===== config.mk =====
export PLATFORM = sky130hd
export DESIGN_NAME = gtp_timers
export DESIGN_NICKNAME = d
export VERILOG_FILES = /design/src/logic/gtp_pkg.sv /design/src/logic/gtp_timers.sv
export SDC_FILE = /design/constraint.sdc
export NUM_CORES = 2
export LEC_CHECK = 0
export BUFFER_PORTS_ARGS = -buffer_cell sky130_fd_sc_hd__clkbuf_2
export CORE_MARGIN = 2
export CORE_UTILIZATION = 35
export DETAILED_ROUTE_END_ITERATION = 8
export HOLD_SLACK_MARGIN = 0.06
export PLACE_DENSITY_LB_ADDON = 0.15
export SYNTH_ARGS = -nofsm -noshare
export SYNTH_HDL_FRONTEND = slang
export SYNTH_SLANG_ARGS = --single-unit

===== constraint.sdc =====
create_clock -name core_clk -period 2.45 [get_ports core_clk]
set_input_delay 0.1225 -clock core_clk [delete_from_list [all_inputs] [get_ports core_clk]]
set_output_delay 0.1225 -clock core_clk [all_outputs]
set_load 0.05 [all_outputs]

===== src/logic/gtp_pkg.sv =====
// Shared constants, field layout and helpers for the timer block
package gtp_pkg;

   // ==========================================
   // Sizes
   localparam int NTMR = 9;
   localparam int NPAIR = 4;

   // ==========================================
   // Register map, timer i at 16*i
   localparam logic [1:0] F_CTRL = 2'h0;
   localparam logic [1:0] F_COUNT = 2'h1;
   localparam logic [1:0] F_PERIOD = 2'h2;
   localparam logic [7:0] A_STATUS = 8'h90;
   localparam logic [7:0] A_MASK = 8'h94;

   // ==========================================
   // Control field positions
   localparam int B_RUN = 15;
   localparam int B_HALT = 13;
   localparam int B_GATE = 6;
   localparam int B_PRS = 4;
   localparam int B_CASC = 3;
   localparam int B_SYNC = 2;
   localparam int B_SRC = 1;
   localparam logic [15:0] CTRL_MASK = 16'hA07E;

   // ==========================================
   // Reset values
   localparam logic [15:0] CTRL_RST = 16'h0000;
   localparam logic [15:0] COUNT_RST = 16'h0000;
   localparam logic [15:0] PERIOD_RST = 16'hFFFF;
   localparam logic [8:0] MASK_RST = 9'h000;

   // Decoded control word
   typedef struct packed {
      logic run;
      logic halt;
      logic gate;
      logic [1:0] prs;
      logic casc;
      logic sync;
      logic src;
   } gtp_ctrl_s;

   // Unpack a stored control word
   function automatic gtp_ctrl_s to_ctrl(input logic [15:0] w);
      gtp_ctrl_s c;
      c.run = w[B_RUN];
      c.halt = w[B_HALT];
      c.gate = w[B_GATE];
      c.prs = w[B_PRS+1:B_PRS];
      c.casc = w[B_CASC];
      c.sync = w[B_SYNC];
      c.src = w[B_SRC];
      return c;
   endfunction

   // Last prescaler count for divide by 1, 8, 64, 256: 0, 7, 63, 255
   function automatic logic [7:0] pre_last(input logic [1:0] s);
      case (s)
         2'h0: return 8'h00;
         2'h1: return 8'h07;
         2'h2: return 8'h3F;
         default: return 8'hFF;
      endcase
   endfunction

   // Address decode: mapped word or not
   function automatic logic addr_hit(input logic [7:0] a);
      return (a[7:4] < 4'h9 && a[3:2] != 2'h3) || a == A_STATUS || a == A_MASK;
   endfunction

endpackage


===== src/logic/gtp_timers.sv =====
// Standalone timer plus four cascadable timer pairs behind APB
`timescale 1ns/1ps

module gtp_timers (
   input wire logic core_clk,
   input wire logic rst_n,
   input wire logic psel,
   input wire logic penable,
   input wire logic pwrite,
   input wire logic [7:0] paddr,
   input wire logic [31:0] pwdata,
   output logic [31:0] prdata,
   output logic pready,
   output logic pslverr,
   input wire logic idle_mode,
   input wire logic [8:0] ext_clock_pin,
   output logic irq,
   output logic [1:0] adc_trigger,
   output logic [15:0] tb_even_count,
   output logic [15:0] tb_odd_count
);

   // ==========================================
   // State
   logic [15:0] ctl_reg [gtp_pkg::NTMR];
   logic [15:0] ctl_next [gtp_pkg::NTMR];
   logic [15:0] cnt_reg [gtp_pkg::NTMR];
   logic [15:0] cnt_next [gtp_pkg::NTMR];
   logic [15:0] per_reg [gtp_pkg::NTMR];
   logic [15:0] per_next [gtp_pkg::NTMR];
   logic [7:0] pre_reg [gtp_pkg::NTMR];
   logic [7:0] pre_next [gtp_pkg::NTMR];
   logic [8:0] status_reg;
   logic [8:0] status_next;
   logic [8:0] mask_reg;
   logic [8:0] mask_next;
   logic [31:0] prdata_reg;
   logic [31:0] prdata_next;
   logic pslverr_reg;
   logic pslverr_next;
   logic pready_reg;
   logic irq_reg;
   logic irq_next;
   logic [1:0] adc_reg;
   logic [1:0] adc_next;
   logic [8:0] pin_s1_reg;
   logic [8:0] pin_s2_reg;
   logic [8:0] pin_s3_reg;
   logic [8:0] pin_s4_reg;
   logic [8:0] tick;
   logic [8:0] tin;
   logic [8:0] evt;
   logic [8:0] cnt_wr;
   logic [31:0] rdata;
   logic [31:0] sum32;
   logic wr;
   logic rd_setup;
   logic [3:0] idx;
   logic [1:0] fld;

   // ==========================================
   // Pin synchronisers and edges
   always_ff @(posedge core_clk) begin
      if (!rst_n) begin
         pin_s1_reg <= 9'h000;
         pin_s2_reg <= 9'h000;
         pin_s3_reg <= 9'h000;
         pin_s4_reg <= 9'h000;
      end else begin
         pin_s1_reg <= ext_clock_pin;
         pin_s2_reg <= pin_s1_reg;
         pin_s3_reg <= pin_s2_reg;
         pin_s4_reg <= pin_s3_reg;
      end
   end

   // ==========================================
   // Bus decode
   assign idx = paddr[7:4];
   assign fld = paddr[3:2];
   assign wr = psel & penable & pwrite & gtp_pkg::addr_hit(paddr);
   assign rd_setup = psel & ~penable & ~pwrite;

   // Read multiplexer
   always_comb begin
      rdata = 32'h0000_0000;
      if (paddr == gtp_pkg::A_STATUS) begin
         rdata = {23'h000000, status_reg};
      end else if (paddr == gtp_pkg::A_MASK) begin
         rdata = {23'h000000, mask_reg};
      end else if (gtp_pkg::addr_hit(paddr)) begin
         case (fld)
            gtp_pkg::F_CTRL: rdata = {16'h0000, ctl_reg[idx]};
            gtp_pkg::F_COUNT: rdata = {16'h0000, cnt_reg[idx]};
            default: rdata = {16'h0000, per_reg[idx]};
         endcase
      end
   end

   // ==========================================
   // Timer next state
   always_comb begin
      gtp_pkg::gtp_ctrl_s c;
      int e;
      int o;
      c = '0;
      e = 0;
      o = 0;
      tick = 9'h000;
      tin = 9'h000;
      evt = 9'h000;
      cnt_wr = 9'h000;
      sum32 = 32'h0000_0000;
      for (int i = 0; i < gtp_pkg::NTMR; i++) begin
         ctl_next[i] = ctl_reg[i];
         cnt_next[i] = cnt_reg[i];
         per_next[i] = per_reg[i];
         pre_next[i] = pre_reg[i];
      end
      // Independent 16-bit operation
      for (int i = 0; i < gtp_pkg::NTMR; i++) begin
         c = gtp_pkg::to_ctrl(ctl_reg[i]);
         if (c.src) begin
            tin[i] = c.sync ? (pin_s3_reg[i] & ~pin_s4_reg[i])
                            : (pin_s2_reg[i] & ~pin_s3_reg[i]);
         end else begin
            tin[i] = ~c.gate | pin_s2_reg[i];
         end
         tin[i] = tin[i] & c.run & ~(c.halt & idle_mode);
         tick[i] = tin[i] && pre_reg[i] == gtp_pkg::pre_last(c.prs);
         if (tin[i]) begin
            pre_next[i] = tick[i] ? 8'h00 : 8'(pre_reg[i] + 8'h01);
         end
         if (tick[i]) begin
            if (cnt_reg[i] == per_reg[i]) begin
               cnt_next[i] = 16'h0000;
               evt[i] = 1'b1;
            end else begin
               cnt_next[i] = 16'(cnt_reg[i] + 16'h0001);
            end
         end
      end
      // Cascaded 32-bit pairs
      for (int p = 0; p < gtp_pkg::NPAIR; p++) begin
         e = 2 * p + 1;
         o = 2 * p + 2;
         c = gtp_pkg::to_ctrl(ctl_reg[e]);
         if (c.casc) begin
            pre_next[o] = pre_reg[o];
            cnt_next[o] = cnt_reg[o];
            tick[o] = 1'b0;
            evt[o] = 1'b0;
            evt[e] = 1'b0;
            if (tick[e]) begin
               if ({cnt_reg[o], cnt_reg[e]} == {per_reg[o], per_reg[e]}) begin
                  cnt_next[o] = 16'h0000;
                  cnt_next[e] = 16'h0000;
                  evt[o] = 1'b1;
               end else begin
                  sum32 = {cnt_reg[o], cnt_reg[e]} + 32'h0000_0001;
                  cnt_next[o] = sum32[31:16];
                  cnt_next[e] = sum32[15:0];
               end
            end
         end
      end
      // Software writes take priority over counting
      for (int i = 0; i < gtp_pkg::NTMR; i++) begin
         if (wr && idx == 4'(i)) begin
            case (fld)
               gtp_pkg::F_CTRL: ctl_next[i] = pwdata[15:0] & gtp_pkg::CTRL_MASK;
               gtp_pkg::F_COUNT: begin
                  cnt_next[i] = pwdata[15:0];
                  cnt_wr[i] = 1'b1;
               end
               gtp_pkg::F_PERIOD: per_next[i] = pwdata[15:0];
               default: ;
            endcase
         end
      end
   end

   // ==========================================
   // Interrupts, triggers and bus answer
   always_comb begin
      status_next = status_reg;
      mask_next = mask_reg;
      // Read clears only the bits it returned; new events win
      if (psel && penable && !pwrite && paddr == gtp_pkg::A_STATUS) begin
         status_next = status_reg & ~prdata_reg[8:0];
      end
      status_next = status_next | evt;
      if (wr && paddr == gtp_pkg::A_MASK) begin
         mask_next = pwdata[8:0];
      end
      irq_next = |(status_next & mask_next);
      adc_next = {evt[4], evt[2]};
      prdata_next = rd_setup ? rdata : prdata_reg;
      pslverr_next = pslverr_reg;
      if (psel && !penable) begin
         pslverr_next = ~gtp_pkg::addr_hit(paddr);
      end
   end

   // Register everything
   always_ff @(posedge core_clk) begin
      if (!rst_n) begin
         for (int i = 0; i < gtp_pkg::NTMR; i++) begin
            ctl_reg[i] <= gtp_pkg::CTRL_RST;
            cnt_reg[i] <= gtp_pkg::COUNT_RST;
            per_reg[i] <= gtp_pkg::PERIOD_RST;
            pre_reg[i] <= 8'h00;
         end
         status_reg <= 9'h000;
         mask_reg <= gtp_pkg::MASK_RST;
         prdata_reg <= 32'h0000_0000;
         pslverr_reg <= 1'b0;
         pready_reg <= 1'b0;
         irq_reg <= 1'b0;
         adc_reg <= 2'h0;
      end else begin
         for (int i = 0; i < gtp_pkg::NTMR; i++) begin
            ctl_reg[i] <= ctl_next[i];
            cnt_reg[i] <= cnt_next[i];
            per_reg[i] <= per_next[i];
            pre_reg[i] <= pre_next[i];
         end
         status_reg <= status_next;
         mask_reg <= mask_next;
         prdata_reg <= prdata_next;
         pslverr_reg <= pslverr_next;
         pready_reg <= 1'b1;
         irq_reg <= irq_next;
         adc_reg <= adc_next;
      end
   end

   // ==========================================
   // Outputs
   assign prdata = prdata_reg;
   assign pready = pready_reg;
   assign pslverr = pslverr_reg;
   assign irq = irq_reg;
   assign adc_trigger = adc_reg;
   assign tb_even_count = cnt_reg[1];
   assign tb_odd_count = cnt_reg[2];
endmodule // gtp_timers


# ---- After elaboration in Yosys (flattened, before gate mapping)
# Memories as Yosys holds them, arrays and structs flattened.
# Cells that the tools add are included.
dict set report totals {
  ff_bits 91
  mem_bits_rw 504
  input_bits 55
  out_inout_bits 69
  elab_cells 476
  memories 4
}
dict set report op_classes {
  n_addsub 22
  magnitude_cmp 1
  n_eq_ne 53
  n_mux 207
  bitwise_logic 138
  reduce_logical 40
}
# name depth width read_ports rd_ports_with_merged_regs write_ports line
set memory_table {}
lappend memory_table {cnt_reg 9 16 10 0 9 gtp_timers.sv:27} ;# logic [15:0] cnt_reg [gtp_pkg::NTMR];
lappend memory_table {ctl_reg 9 16 10 0 9 gtp_timers.sv:25} ;# logic [15:0] ctl_reg [gtp_pkg::NTMR];
lappend memory_table {per_reg 9 16 10 0 9 gtp_timers.sv:29} ;# logic [15:0] per_reg [gtp_pkg::NTMR];
lappend memory_table {pre_reg 9 8 9 0 9 gtp_timers.sv:31} ;# logic [7:0] pre_reg [gtp_pkg::NTMR];
# operator n
set ops {}
lappend ops {{$mux 16} 102}
lappend ops {{$mux 32} 12}
lappend ops {{$mux 8} 31}
lappend ops {{$pmux 8 s3} 9}
lappend ops {{$add 16x1->16 const B} 9}
lappend ops {{$eq 16x16->1} 9}
lappend ops {{$add 32x1->32 const B} 4}
lappend ops {{$eq 32x32->1} 4}
lappend ops {{$add 8x1->8 const B} 9}
lappend ops {{$eq 8x8->1} 9}
lappend ops {{$and 1x1->1} 50}
lappend ops {{$mux 1} 46}
lappend ops {{$or 1x1->1} 45}
lappend ops {{$not 1->1} 39}
lappend ops {{$pmux 16 s2} 1}
lappend ops {{$logic_and 1x1->1} 24}
lappend ops {{$eq 2x1->1 const B} 10}
lappend ops {{$eq 2x2->1 const B} 10}
lappend ops {{$logic_not 2->1} 10}
lappend ops {{$and 9x9->9} 2}
lappend ops {{$mux 9} 2}
lappend ops {{$eq 4x3->1 const B} 4}
lappend ops {{$eq 8x8->1 const B} 2}
lappend ops {{$not 9->9} 1}
lappend ops {{11 further kinds} 17}

# ---- Depth between registers and ports, before layout
dict set report depth {
  depth_word 13
  ltp_mapped 12
  depth_no_buf 9
}

# ---- Worst setup path after synthesis
# No wires, ideal clock.
dict set report synth_path {
  path_type {reg-to-reg}
  from {memory cnt_reg[1][11]}
  to {memory cnt_reg[1][7]}
  setup_time_ns 0.123
  arrival_time_ns 2.625
  t_required_ns 2.327
  slack_ns -0.298
  path_stages_with_launch 10
  period_less_slack_ns 2.748
  cell_sequence {dfxtp_1 clkbuf_1 xnor2_1 nand4_1 nor4_1 a21boi_0 buf_2 o21ai_0 a221oi_1 nor2_1}
}
# element line
set synth_lines {}
lappend synth_lines {{start, declared} gtp_timers.sv:27}

==> flow_summary.ini <==
[logic_synthesis]
synth_top_area_share_pct = 35.28
ys.flop_type = dfxtp_1
postSynthCellCount = 3549
yosysWarnings = 0
syn_avg_cell_area_um2 = 8.106
synth_cell_types = 99
synthesis.area_um2 = 28770
netlist_top_cells_area = dfxtp_1 (35%), nand2_1 (7.2%), mux4_2 (6.9%)
ys_ff_latch = 507
synth_edf_count = 0
ys_seq_area_share_pct = 35.28
yosys.area.top_type = dfxtp_1
synth.most_common_cell = nand2_1
netlist_top_cells_count = nand2_1 (551), dfxtp_1 (507), nor2_1 (350)
async_flop_share_pct = 0

[sta]
rsz0062_at_grt = true
hold_slack_ps = 85.90
min_period_over_period_pct = 104.0
skew_ps = 19.47
setup_slack_ps = -97.49
hold_violations = 0
finalSetupTns_ps = -669.6
setup_viol = 20
worstMarginPinSlew_ps = 1085
max_slew_margin_pct = 27.66
drv_slew = 0
fmaxAchievable_mhz = 392.5
layout_min_cycle_time_ps = 2547

[cts]
numCtsBuffers = 66
cts_root_buf = clkbuf_16
cts_tree = yes
clkSinkCount = 507
htree_levels = 3
path_clk_slew_ps = 60
clk_latency_ps = 630
clock_path_buffers = 3

[placement]
post-place-cells = 5087
io_buffers = 91
hpwlAfterDp_um = 94860
dpl_cell_area_um2 = 34560
dp_slack_ps = -298.7
finalWeightedCongestion = 1.000

[setup_path]
critPathRequiredTime_ps = 2920
worstSetupStartpointType = flip-flop
cpPeakStageDelay_ps = 340
arrival_ps = 3010
cpLargestDelayFamily = compound AO/OA/AOI/OAI gates
crit_path_frequent_cell = buf_6
worst-path-buf-inv = 3
path_cells = xor2_1 > nor4_1 > buf_4 > nand4_1 > buf_6 > o21ai_2 > buf_6 > a21oi_1 > o211ai_1 > a31oi_2
cp_slowest_cell = nor4_1
critPathMaxFanout = 11
critical_path_class = flip-flop to flip-flop
endpoint_kind = flip-flop

[drt]
detail_route.first_pass.iterations = 6
viasPerCell = 5.680
drc = 0
drt_iter0_markers = 3463
wirelength_um = 130200
vias = 29900
routedWlPerCell_um = 24.74
ant_nets = 0

[die]
boundaryPins = 124
die_x_um = 290.7
initial_core_util_pct = 35.21
rows = 105
design.die.area_um2 = 84510
dieHeight_um = 290.7
core_area_um2 = 81720

[pwr]
peakVddDrop_uv = 468.7
p_leak_nw = 14.98
power_per_cell_area_nw_per_um2 = 512.4
p_total_mw = 19.61

[layout]
layout.nets = 4220
fin_cells = 5265
diodes = 0
area_growth_pct = 33.05
design_area_um2 = 38280
fill_cells = 8110
final_util_pct = 46.84
drive_above_1_share_pct = 28.51

[global_route]
antenna_found_initial = 3
grt_overflow_total = 0
grt_usage_pct = 29.74
grt_max_degree = 107
grt_pass1_vias = 27360
grt_pass1_wl_um = 188600

[run_status]
status = finished, violations left
violations = setup timing

[hold_path]
hold_path.class = primary input to flip-flop

[flow_run]
drv_cap = 0
[layout by cell type (no fill, tap or decap), types with 98 or more instances in the layout]
cell and count:
o21ai_0 129, mux2i_1 98, nor2_1 340, dfxtp_1 440, xor2_1 192, nand3_1 267, nand2_1 547, buf_4 613
a21oi_1 136
[metal layers]
layer	vias to the layer above	global-route usage, %	part of all wire, %
li1	13850	-	-
met1	14340	42.13	44
met2	1427	44.01	43
met3	291	4.826	8.4
met4	2	13.83	5.1
met5	-	0	0.010
[cells by family (layout without fill, tap and decap cells)]
family                     Yosys count  in the layout  share of synthesized area [%]
AOI/OAI and AO/OA                  585            586                          13.23
xor gates and xnor gates           260            260                          7.915
adders and majority gates           18             18                         0.7829
buffers and inverters              305            935                          4.475
DFF                                507            507                          35.28
muxes                              193            193                          10.57
other                                1             16                        0.01303
and+or+nand+nor                   1680           1680                          27.73
[final cells by class]
class	count	area (um^2)	area share, %
multi-input cells	2753	18260	47.69
flip-flops and latches	507	10250	26.77
repair buffers	778	6081	15.89
clock buffers	95	1943	5.076
well taps	1070	1339	3.498
clock inverters	21	252.7	0.6603
inverters	41	158.9	0.4151
[worst reg2reg max path: stages, from the launching register on]
cell      delay (ps)
dfxtp_2          320
xor2_1           150
nor4_1           340
buf_4            170
nand4_1          270
buf_6            250
o21ai_2          210
buf_6            200
a21oi_1           60
o211ai_1         230
a31oi_2          180
[what timing repair did]
item                                   in CTS  in global routing
pin swaps                                  26                112
setup endpoints to repair                  77                135
setup buffers                               7                 31
gates resized for setup                    66                200
gates cloned                                0                  3
endpoints found under the hold margin      56                  0
hold buffers                               29                  0
[final timing paths]
check,from,to,slack [ps],cells after the start
max,per_reg[2][14],cnt_reg[2][13],-100,10
min,paddr[3],prdata[15],90,4
max reg2reg,per_reg[2][14],cnt_reg[2][13],-100,10
min reg2reg,pin_s1_reg[2],pin_s2_reg[2],430,1
[report_power, final]
group	total (mW)	internal, mW	switching [mW]
sequential	8.35	8.29	0.0602
combinational	1.28	0.381	0.902
clock	9.98	5.95	4.03
No activity file was read; power rests on OpenSTA's default activity.
